### src/logic/pnl_pkg.sv
// Package for the front-panel LED and button controller.
// Assumes a 250 MHz system clock; all timing counts derive from it.
//
// Notes on behaviour
// - Health LED solid green when healthy, red when a fault is present.
// - Health LED flashes green while laser is off via service button.
// - Trigger LED lights on any trigger: sensor, non-zero scan or software.
// - Belt LED lit while conveyor speed is non-zero, dark when stopped.
// - Serial port 1 LED green while transmitting, red while only receiving.
// - Network LED flashes green with a host link and no error, red on error.
// - Power-up: bar LEDs 3,5,1 for about 1.5 s, add 2 and 4, then all off.
// - Bar graph flashes once per measured package, never for no-dimension.
// - All five bar LEDs twinkle fast while waiting for the confirm press.
// - Confirmed save steps LEDs 5 down to 1; restore steps 1 up to 5.
// - LED 3 yellow steady while parameters move to or from backup module.
// - On success LEDs 4 and 5 green for two seconds, then off.
// - On failure LEDs 1 and 2 red for two seconds.
// - Firmware update: LEDs 1,2,4,5 on, LED 3 blinks.
// - Service button held five seconds toggles laser; all five bar LEDs on during hold.
// - Backup button saves, restore button restores, each after two presses.
// - First press held at least one second; confirm-wait entered on release.
// - Transfer starts only on a confirm press of the same button under one second.
// - Without a started sequence nothing transfers; operator repeats both presses.
// - Service button held at power-up selects recovery mode.
// - A configuration input disables the buttons; presses are then ignored, but the power-up recovery strap is still read.

package pnl_pkg;

  localparam int unsigned CLK_HZ        = 250_000_000;
  localparam int unsigned DEBOUNCE_US   = 10;
  localparam int unsigned DEBOUNCE_CYC  = DEBOUNCE_US * (CLK_HZ / 1_000_000);
  localparam int unsigned TICK_US       = 1000;
  localparam int unsigned TICK_CYC      = TICK_US * (CLK_HZ / 1_000_000);
  // Durations below are in 1 ms ticks
  localparam int unsigned POWERUP_A_MS  = 1500;
  localparam int unsigned POWERUP_B_MS  = 1000;
  localparam int unsigned LONG_PRESS_MS = 1000;
  localparam int unsigned LASER_HOLD_MS = 5000;
  localparam int unsigned END_SHOW_MS   = 2000;
  localparam int unsigned STEP_MS       = 200;
  localparam int unsigned CONFIRM_TO_MS = 10000;
  localparam int unsigned FLASH_MS      = 100;
  localparam int unsigned TWINKLE_BIT   = 6;
  localparam int unsigned SLOW_BIT      = 8;
  localparam logic [4:0]  BAR_OFF       = 5'h00;
  localparam logic [4:0]  BAR_ALL       = 5'h1f;
  localparam logic [4:0]  BAR_PWR_A     = 5'h15;
  localparam logic [4:0]  BAR_FW        = 5'h1b;
  localparam logic [4:0]  BAR_MID       = 5'h04;
  localparam logic [4:0]  BAR_OK        = 5'h18;
  localparam logic [4:0]  BAR_FAIL      = 5'h03;

  typedef enum logic [7:0] {
    PNL_PWR_A   = 8'h01,
    PNL_PWR_B   = 8'h02,
    PNL_IDLE    = 8'h04,
    PNL_HELD    = 8'h08,
    PNL_CONFIRM = 8'h10,
    PNL_STEP    = 8'h20,
    PNL_XFER    = 8'h40,
    PNL_END     = 8'h80
  } pnl_state_t;

endpackage : pnl_pkg

### src/logic/pnl_debounce.sv
// Two-stage synchroniser plus stability filter for one button pin.
// Assumes a raw asynchronous level; output is a clean level on sys_clk.
`timescale 1ns/1ps
`default_nettype none

module pnl_debounce #(
  parameter int unsigned CYCLES = pnl_pkg::DEBOUNCE_CYC
) (
  // Clock and reset
  input  wire logic sys_clk,
  input  wire logic rst,
  // Pin and clean level
  input  wire logic pin,
  output logic      level
);

  typedef struct packed {
    logic        s1;
    logic        s2;
    logic        lvl;
    logic [15:0] cnt;
  } pnl_db_t;

  pnl_db_t q, d;

  always_comb begin
    d    = q;
    d.s1 = pin;
    d.s2 = q.s1;
    if (q.s2 == q.lvl) begin
      d.cnt = '0;
    end else if (q.cnt == 16'(CYCLES - 1)) begin
      d.lvl = q.s2;
      d.cnt = '0;
    end else begin
      d.cnt = q.cnt + 16'h0001;
    end
  end

  always_ff @(posedge sys_clk) begin
    if (rst) begin
      q <= '0;
    end else begin
      q <= d;
    end
  end

  assign level = q.lvl;

endmodule : pnl_debounce

`default_nettype wire

### src/logic/pnl_panel.sv
// Front-panel LED and button controller top.
// Assumes status sources are on sys_clk; button pins are asynchronous.
`timescale 1ns/1ps
`default_nettype none

module pnl_panel #(
  parameter int unsigned TICK_CYC = pnl_pkg::TICK_CYC,
  parameter int unsigned DB_CYC   = pnl_pkg::DEBOUNCE_CYC
) (
  // Clock and reset
  input  wire logic       sys_clk,
  input  wire logic       rst,
  // Button pins, active high when pressed
  input  wire logic       btn_backup,
  input  wire logic       btn_restore,
  input  wire logic       btn_service,
  input  wire logic       buttons_enable,
  // Status sources
  input  wire logic       unit_fault,
  input  wire logic       trig_sensor,
  input  wire logic       trig_scan,
  input  wire logic       trig_soft,
  input  wire logic       belt_motion_indicator,
  input  wire logic       ser1_tx,
  input  wire logic       ser1_rx,
  input  wire logic       host_link_up,
  input  wire logic       net_error,
  input  wire logic       pkg_done,
  input  wire logic       no_dimension_result,
  input  wire logic       pkg_good,
  input  wire logic       fw_update,
  // Backup module handshake
  output logic            xfer_start,
  output logic            xfer_is_save,
  input  wire logic       xfer_done,
  input  wire logic       xfer_ok,
  // Laser and mode
  output logic            laser_on,
  output logic            recovery_mode,
  // Indicators
  output logic            led_health_g,
  output logic            led_health_r,
  output logic            led_trigger,
  output logic            led_belt,
  output logic            led_read_g,
  output logic            led_read_r,
  output logic            led_ser_g,
  output logic            led_ser_r,
  output logic            led_net_g,
  output logic            led_net_r,
  output logic [4:0]      bar_green,
  output logic [4:0]      bar_red
);

  // ----------------------------------------
  // Button conditioning
  // ----------------------------------------
  logic [2:0] pins;
  logic [2:0] lvl;
  assign pins = {btn_service, btn_restore, btn_backup};

  for (genvar i = 0; i < 3; i++) begin : g_db
    pnl_debounce #(
      .CYCLES (DB_CYC)
    ) u_db (
      .sys_clk (sys_clk),
      .rst     (rst),
      .pin     (pins[i]),
      .level   (lvl[i])
    );
  end

  // ----------------------------------------
  // State
  // ----------------------------------------
  typedef struct packed {
    pnl_pkg::pnl_state_t st;
    logic [31:0]         div;
    logic [15:0]         ms;
    logic [15:0]         svc_ms;
    logic [2:0]          step;
    logic                save;
    logic                ok;
    logic [1:0]          btn_prev;
    logic                svc_done;
    logic                laser;
    logic                laser_by_btn;
    logic                recov;
    logic [15:0]         flash_ms;
    logic                flash_good;
    logic [7:0]          blink;
    logic                start;
    logic                trig;
    logic                belt;
    logic [4:0]          bar_g;
    logic [4:0]          bar_r;
    logic [9:0]          leds;
  } pnl_all_t;

  pnl_all_t q, d;

  logic       tick;
  logic       en_press;
  logic [1:0] xbtn;
  logic       xbtn_rel;
  logic       xbtn_press;
  logic       slow;
  logic       fast;
  logic       health_blink;

  assign tick       = (q.div == 32'(TICK_CYC - 1));
  assign xbtn       = buttons_enable ? lvl[1:0] : 2'b00;
  assign xbtn_rel   = |(q.btn_prev & ~xbtn);
  assign xbtn_press = |(xbtn & ~q.btn_prev);
  assign en_press   = buttons_enable & lvl[2];
  assign slow       = q.blink[pnl_pkg::SLOW_BIT - 1];
  assign fast       = q.blink[pnl_pkg::TWINKLE_BIT - 3];

  // ----------------------------------------
  // Laser state shown on the health LED
  // ----------------------------------------
  // Only a laser switched off from the panel flashes; a fault still wins
  assign health_blink = q.laser_by_btn & ~q.laser & slow;

  // ----------------------------------------
  // Next state
  // ----------------------------------------
  always_comb begin
    d          = q;
    d.start    = 1'b0;
    d.btn_prev = xbtn;
    d.div      = tick ? '0 : q.div + 32'h1;
    if (tick) begin
      d.ms    = q.ms + 16'h1;
      d.blink = q.blink + 8'h1;
    end

    // Laser service hold: toggle once per hold after five seconds
    if (!en_press) begin
      d.svc_ms   = '0;
      d.svc_done = 1'b0;
    end else if (tick && !q.svc_done) begin
      if (q.svc_ms == 16'(pnl_pkg::LASER_HOLD_MS - 1)) begin
        d.laser        = ~q.laser;
        d.laser_by_btn = q.laser;
        d.svc_done     = 1'b1;
      end
      d.svc_ms = q.svc_ms + 16'h1;
    end

    // Quality flash, one per package except no-dimension
    if (pkg_done && !no_dimension_result) begin
      d.flash_ms   = 16'(pnl_pkg::FLASH_MS);
      d.flash_good = pkg_good;
    end else if (tick && q.flash_ms != '0) begin
      d.flash_ms = q.flash_ms - 16'h1;
    end

    case (q.st)
      pnl_pkg::PNL_PWR_A: begin
        if (tick && q.ms == 16'(pnl_pkg::POWERUP_A_MS - 1)) begin
          d.st    = pnl_pkg::PNL_PWR_B;
          d.ms    = '0;
          // Strap read from the filtered pin; the raw pin is asynchronous
          d.recov = lvl[2];
        end
      end
      pnl_pkg::PNL_PWR_B: begin
        if (tick && q.ms == 16'(pnl_pkg::POWERUP_B_MS - 1)) begin
          d.st = pnl_pkg::PNL_IDLE;
        end
      end
      pnl_pkg::PNL_IDLE: begin
        if (xbtn_press) begin
          d.st   = pnl_pkg::PNL_HELD;
          d.save = xbtn[0];
          d.ms   = '0;
        end
      end
      pnl_pkg::PNL_HELD: begin
        if (xbtn_rel) begin
          d.st = (q.ms >= 16'(pnl_pkg::LONG_PRESS_MS)) ? pnl_pkg::PNL_CONFIRM : pnl_pkg::PNL_IDLE;
          d.ms = '0;
        end
      end
      pnl_pkg::PNL_CONFIRM: begin
        if (xbtn_press) begin
          d.ms = '0;
        end
        if (xbtn_rel) begin
          // Only the same button, released within one second, confirms
          if (q.ms < 16'(pnl_pkg::LONG_PRESS_MS) && q.btn_prev[0] == q.save) begin
            d.st   = pnl_pkg::PNL_STEP;
            d.step = '0;
            d.ms   = '0;
          end else begin
            d.st = pnl_pkg::PNL_IDLE;
          end
        end else if (xbtn == 2'b00 && q.ms == 16'(pnl_pkg::CONFIRM_TO_MS)) begin
          d.st = pnl_pkg::PNL_IDLE;
        end
      end
      pnl_pkg::PNL_STEP: begin
        if (tick && q.ms == 16'(pnl_pkg::STEP_MS - 1)) begin
          d.ms   = '0;
          d.step = q.step + 3'h1;
          if (q.step == 3'h4) begin
            d.st    = pnl_pkg::PNL_XFER;
            d.start = 1'b1;
          end
        end
      end
      pnl_pkg::PNL_XFER: begin
        if (xfer_done) begin
          d.st = pnl_pkg::PNL_END;
          d.ok = xfer_ok;
          d.ms = '0;
        end
      end
      pnl_pkg::PNL_END: begin
        if (tick && q.ms == 16'(pnl_pkg::END_SHOW_MS - 1)) begin
          d.st = pnl_pkg::PNL_IDLE;
        end
      end
      default: d.st = pnl_pkg::PNL_IDLE;
    endcase

    // Bar graph with fixed priority
    d.bar_g = pnl_pkg::BAR_OFF;
    d.bar_r = pnl_pkg::BAR_OFF;
    if (fw_update) begin
      d.bar_g = pnl_pkg::BAR_FW | (slow ? pnl_pkg::BAR_MID : pnl_pkg::BAR_OFF);
    end else if (q.st == pnl_pkg::PNL_PWR_A) begin
      d.bar_g = pnl_pkg::BAR_PWR_A;
    end else if (q.st == pnl_pkg::PNL_PWR_B) begin
      d.bar_g = pnl_pkg::BAR_ALL;
    end else if (en_press && !q.svc_done) begin
      d.bar_g = pnl_pkg::BAR_ALL;
    end else if (q.st == pnl_pkg::PNL_CONFIRM) begin
      d.bar_g = fast ? pnl_pkg::BAR_ALL : pnl_pkg::BAR_OFF;
    end else if (q.st == pnl_pkg::PNL_STEP) begin
      // Save walks 5 to 1, restore walks 1 to 5
      d.bar_g = q.save ? (5'h10 >> q.step) : (5'h01 << q.step);
    end else if (q.st == pnl_pkg::PNL_XFER) begin
      d.bar_g = pnl_pkg::BAR_MID;
      d.bar_r = pnl_pkg::BAR_MID;
    end else if (q.st == pnl_pkg::PNL_END) begin
      d.bar_g = q.ok ? pnl_pkg::BAR_OK : pnl_pkg::BAR_OFF;
      d.bar_r = q.ok ? pnl_pkg::BAR_OFF : pnl_pkg::BAR_FAIL;
    end else if (q.flash_ms != '0) begin
      d.bar_g = q.flash_good ? pnl_pkg::BAR_ALL : pnl_pkg::BAR_OFF;
      d.bar_r = q.flash_good ? pnl_pkg::BAR_OFF : pnl_pkg::BAR_ALL;
    end

    // Status indicators, registered
    d.leds[0] = !unit_fault && !health_blink;
    d.leds[1] = unit_fault;
    d.leds[2] = trig_sensor | trig_scan | trig_soft;
    d.leds[3] = belt_motion_indicator;
    d.leds[4] = ser1_tx;
    d.leds[5] = ser1_rx & ~ser1_tx;
    d.leds[6] = host_link_up & ~net_error & slow;
    d.leds[7] = net_error & slow;
    d.leds[8] = (q.flash_ms != '0) & q.flash_good;
    d.leds[9] = (q.flash_ms != '0) & ~q.flash_good;
  end

  always_ff @(posedge sys_clk) begin
    if (rst) begin
      q       <= '0;
      q.st    <= pnl_pkg::PNL_PWR_A;
      q.laser <= 1'b1;
    end else begin
      q <= d;
    end
  end

  // ----------------------------------------
  // Outputs
  // ----------------------------------------
  assign xfer_start    = q.start;
  assign xfer_is_save  = q.save;
  assign laser_on      = q.laser;
  assign recovery_mode = q.recov;
  assign led_health_g  = q.leds[0];
  assign led_health_r  = q.leds[1];
  assign led_trigger   = q.leds[2];
  assign led_belt      = q.leds[3];
  assign led_ser_g     = q.leds[4];
  assign led_ser_r     = q.leds[5];
  assign led_net_g     = q.leds[6];
  assign led_net_r     = q.leds[7];
  assign led_read_g    = q.leds[8];
  assign led_read_r    = q.leds[9];
  assign bar_green     = q.bar_g;
  assign bar_red       = q.bar_r;

endmodule : pnl_panel

`default_nettype wire

### config.mk
export PLATFORM = sky130hd
export DESIGN_NAME = pnl_panel
export DESIGN_NICKNAME = d
export VERILOG_FILES = /design/src/logic/pnl_pkg.sv /design/src/logic/pnl_debounce.sv /design/src/logic/pnl_panel.sv
export SDC_FILE = /design/constraint.sdc
export NUM_CORES = 1
export LEC_CHECK = 0
export ABC_AREA = 1
export BUFFER_PORTS_ARGS = -buffer_cell sky130_fd_sc_hd__buf_2
export CORE_MARGIN = 1.5
export CORE_UTILIZATION = 30
export DETAILED_ROUTE_END_ITERATION = 10
export SKIP_LAST_GASP = 1
export SLEW_MARGIN = 40
export SYNTH_ARGS = -nofsm -noshare
export SYNTH_HDL_FRONTEND = slang
export SYNTH_HIERARCHICAL = 1
export SYNTH_SLANG_ARGS = --single-unit
### constraint.sdc
create_clock -name sys_clk -period 1.75 [get_ports sys_clk]
set_input_delay 0 -clock sys_clk [delete_from_list [all_inputs] [get_ports sys_clk]]
set_output_delay 0 -clock sys_clk [all_outputs]
set_load 0.05 [all_outputs]
-- Word level (Yosys, flattened, before mapping)
Index checks and enable logic that the tools add are counted.
- output and inout bits: 24
- latch bits: 0
- bits of input ports: 21
- RAM bits: 0
- bits in read-only memories: 0
- register bits: 186
- word-level logic and storage cells: 191
- memories: 0
- equal/unequal tests: 34
- muxes and demuxes: 46
- div/mod/pow operators: 0
- magnitude comparators: 2
- multipliers: 0
- shift-type cells: 2
- bitwise logic cells: 25
- reduce and logical (&&, ||, !) cells: 40
- add/subtract/negate cells: 9
- operator list (operator ; count):
    16-bit two-way mux ; 8
    16-bit one-hot mux with 6 select lines ; 1
    16-bit by 1-bit adder with 16-bit output (second input constant) ; 5
    8-bit two-way mux ; 10
    8-bit one-hot mux with 8 select lines ; 1
    5-bit two-way mux ; 12
    16-bit by 12-bit equality test with 1-bit output (second input constant) ; 3
    32-bit by 1-bit adder with 32-bit output (second input constant) ; 1
    16-bit by 11-bit equality test with 1-bit output (second input constant) ; 2
    32-bit by 18-bit equality test with 1-bit output (second input constant) ; 1
    10-bit two-way mux ; 3
    2-bit inequality test (second input constant) ; 10
    16-bit by 10-bit equality test with 1-bit output (second input constant) ; 1
    16-bit by 13-bit equality test with 1-bit output (second input constant) ; 1
    16-bit by 14-bit equality test with 1-bit output (second input constant) ; 1
    16-bit by 8-bit equality test with 1-bit output (second input constant) ; 1
    16-bit by 10-bit >= comparator with 1-bit output (second input constant) ; 1
    16-bit by 10-bit less-than comparator with 1-bit output (second input constant) ; 1
    16-bit nonzero test ; 1
    16-bit by 1-bit subtractor with 16-bit output (second input constant) ; 1
    7-bit two-way mux ; 2
    2-bit AND reduction ; 7
    3-bit two-way mux ; 4
    3-bit OR reduction ; 4
    other kinds (34) ; 76

-- Logic depth before layout (Yosys ltp)
- depth in word-level cells: 10
- depth in mapped cells: 14
- mapped depth without buffers: 13

-- By module
The synthesis kept the hierarchy.
- by module, submodules not included (module ; seq. area each (um2) ; instances ; area each (um2) ; cells an instance):
    pnl_panel ; 2542.4 ; 1 ; 7139.3 ; 1096
    pnl_debounce ; 380.4 ; 3 ; 957.2 ; 133

-- Worst setup path after synthesis
OpenSTA, ideal clock, no wires.
- path kind: register to register
- from: register, netlist name q[91]
- to: register, netlist name q[89]
- stages on the path, launching flop included: 13
- path buffers: 1
- library setup time: 0.128 ns
- arrival: 1.621 ns
- required time: 1.622 ns
- path slack: 0.001 ns
- period minus slack after synthesis: 1.749 ns
- cell sequence: dfxtp_1 -> ha_1 -> nand2_1 -> nor2_2 -> nand3_1 -> nor2_1 -> nand3_1 -> nand2_1 -> nand2_1 -> nand3b_1 -> buf_4 -> nand2_1 -> nor2_1

==> flow_summary.yaml <==
logic_synthesis:
  synth_largest_area_cell: "dfxtp_1"
  synth_ff_type: "dfxtp_1"
  synth_area_leaders: "dfxtp_1, nand2_1, nor2_1"
  ys_ff_latch: 184
  synthTopCellsByCount: "nand2_1, nor2_1, dfxtp_1, inv_1, a21oi_1"
  synth_cell_types: 39
  syn_inst: 1495
  async_flop_share_pct: 0
  syn_area_um2: 10010
  yosys_warnings: 6
  synth.most_common_cell: "nand2_1"
  avgSynthCellArea_um2: 6.696
  netlist.area_leader.share_pct: 36.80
  synth_edf_count: 0
  seq_area_frac_synth_pct: 36.80
  syn_nets: 1531
timing:
  hold_viol_final: 0
  fin_crit_sh_pct: 102.2
  fin_skew_ps: 19.63
  tightestPinTransition_ps: 630.8
  worst_slack_ps: -37.84
  holdWs_ps: 47.97
  rsz0062_at_grt: "yes"
  max_freq_ghz: 0.5593
  finalSetupViolations: 11
  slew_headroom_pct: 57.84
  period_minus_slack_ps: 1788
  finalMaxSlewViolations: 0
setup_path:
  timing.rr.end: "q[89]"
  worstSetupStartpointType: "flop"
  critical_path_arrival_ps: 2100
  critPathCapture: "q[89]"
  r2r-start: "q[92]"
  rr_worst_depth: 12
  path_cells: "ha_4 -> nand2_4 -> nor2_4 -> nand3_2 -> nor2_4 -> nand3_2 -> nand2_2 -> nand2_2 -> nand3b_1 -> buf_4 -> nand2_2 -> nor2_2"
  slowest_stage: "dfxtp_4"
  r2r_setup_slack_ps: -40
  path_common_cell: "nand2_2"
  crit_type: "flop to flop"
  cp_max_fo: 3
  cp-end-kind: "flop"
  critical_path_required_ps: 2060
  critical-path-max-stage-delay_ps: 360
  startpoint: "q[92]"
drt:
  vias_per_cell: 4.519
  first_iter_violations: 564
  routed-wl-met3_um: 589
  wl_met2_um: 11920
  vias: 9783
  top_layer: "met4"
  wl_met1_um: 12470
  drc: 0
  first_pass_iters: 5
  wl_um: 25260
  wire_per_inst_um: 11.67
  postRouteAntennaNets: 0
floorplan:
  start_util_pct: 30.61
  pin_count: 45
  die_area_um2: 34480
  fp-row-count: 66
  coreArea_um2: 32700
  fp.dieH_um: 185.7
  die_x_um: 185.7
placed_design:
  numPortBuffers: 44
  place_congestion: 0.8739
  hpwl_um: 18700
  detailedPlace.worstSlack_ps: -159.2
final_layout:
  syn_to_final_growth_pct: 30.50
  fill_cells: 3422
  layout.nets: 1746
  antenna_cells: 0
  layout-drive-gt1-share_pct: 25.25
hold_path:
  holdPathStages: 4
  hp-class: "primary input to flop"
clock_tree:
  clk_path_buf_depth: 2
  cts.htree.levels: 4
  clk_latency_ps: 440
  clkTransAtPathRegs_ps: 70
  cts.sinks: 184
  root_buffer: "clkbuf_16"
  cts_buffers: 17
  cts_tree: "yes"
flow_run:
  drv_cap: 0
grt:
  grt_remaining_overflow: 0
  grt_max_degree: 32
  grt_pass1_wl_um: 42640
  grt_usage_pct: 15.04
  grt_pass1_vias: 9276
  antenna_found_initial: 0
power:
  max-vdd-ir-drop_v: 0.0008727
  p_leak_nw: 5.225
  powerDensity_nw_per_um2: 809.3
outcome:
  status: "complete, but fails checks"
  violations: "setup timing"
==> area by class of cell <==
| type | instances | area, um2 | share of cell area (%) |
|---|---|---|---|
| flip-flops and latches | 184 | 3704 | 28.35 |
| clock buffers | 19 | 432.9 | 3.314 |
| multi-input cells | 1092 | 5786 | 44.29 |
| repair buffers | 231 | 1735 | 13.28 |
| well taps | 442 | 553.0 | 4.233 |
| clock inverters | 13 | 142.6 | 1.092 |
| inverters | 184 | 710.7 | 5.440 |
==> how the worst min path moves through the flow <==
stage                              from                  to
floorplan                           rst  g_db[0].u_db/d[17]
global placement                ser1_tx           led_ser_r
detailed placement              ser1_tx           led_ser_r
CTS                 no_dimension_result               q[31]
global route        no_dimension_result               q[31]
finish              no_dimension_result               q[31]
==> placed cells by master (no fill, tap or decap), drive strengths merged <==
| cell | synthesis | final |
|---|---|---|
| xor2 | 59 | 59 |
| clkinvlp | 0 | 2 |
| nor4 | 10 | 10 |
| a31oi | 2 | 2 |
| a21oi | 100 | 100 |
| nand4 | 41 | 41 |
| nand2 | 373 | 373 |
| nand3b | 8 | 8 |
| buf | 25 | 215 |
| xnor2 | 15 | 15 |
| nor2 | 280 | 280 |
| nor4b | 1 | 1 |
| dfxtp | 184 | 184 |
| inv | 183 | 188 |
| or2 | 11 | 11 |
| ha | 15 | 15 |
| o21ai | 40 | 40 |
| and3 | 2 | 2 |
| dlygate4sd3 | 0 | 16 |
| clkinv | 1 | 5 |
| nor3 | 37 | 37 |
| nand3 | 84 | 84 |
| nor3b | 3 | 3 |
| clkbuf | 10 | 19 |
| bufinv | 0 | 2 |
| a211oi | 8 | 8 |
| o22ai | 2 | 2 |
| o21a | 1 | 1 |
==> sequential cells by signal (all words and copies together), names as in the netlist <==
| name | count |
|---|---|
| led_read_r | 1 |
| led_belt | 1 |
| laser_on | 1 |
| led_health_r | 1 |
| led_trigger | 1 |
| fast | 1 |
| led_net_g | 1 |
| g_db.u_db/d | 3 |
| bar_green | 5 |
| xfer_start | 1 |
| led_read_g | 1 |
| bar_red | 3 |
| led_ser_g | 1 |
| recovery_mode | 1 |
| led_net_r | 1 |
| led_health_g | 1 |
| g_db.u_db/q | 51 |
| q | 104 |
| led_ser_r | 1 |
| xfer_is_save | 1 |
| g_db.u_db/level | 3 |
==> report_power, final <==
group          leakage, nW  internal, mW  switching, mW  total, mW
combinational         3.45         0.933           1.37       2.30
clock                0.279          2.12           1.76       3.88
sequential            1.50          4.32         0.0726       4.39
total                 5.23          7.38           3.20       10.6
==> worst max-delay path: cells and delay by family (launching register included) <==
| family | cells | cell delay (ps) |
|---|---|---|
| AND/OR/NAND/NOR | 10 | 950 |
| buffers and inverters | 1 | 200 |
| adder cells (fa/ha/maj) | 1 | 150 |
| flip-flops | 1 | 360 |
==> stage by stage <==
stage	utilization, %	std cells	TNS [ps]	total power, mW	area [um2]
3_5_place_dp	36.03	2107	-3165	6.537	11780
4_1_cts	38.80	2158	-241.9	10.62	12690
2_1_floorplan	-	1495	0	5.776	10010
5_1_grt	39.95	2165	-4426	11.10	13060
3_3_place_gp	36.03	2107	-1998	6.510	11780
6_report	39.95	2165	-269.9	10.57	13060
==> kinds of logic after synthesis <==
group | synth area share, %
simple gates | 37.65
buf+inv | 9.286
flops | 36.80
compound gates | 7.924
xor+xnor | 6.474
fa+ha+maj | 1.875
==> what timing repair did <==
action	in CTS	in global routing
gates resized for setup	51	98
endpoints found under the setup margin	58	92
setup buffers	3	7
hold endpoints to repair	18	0
hold buffers	16	0
pin swaps	18	26
==> per-layer routing <==
layer / global-route usage [%] / vias to the layer above
li1: - / 5177
met2: 25.78 / 137
met4: 3.484 / 0
met3: 2.211 / 19
met5: 0 / -
met1: 19.84 / 4450
(Power assumes the default switching activity.)
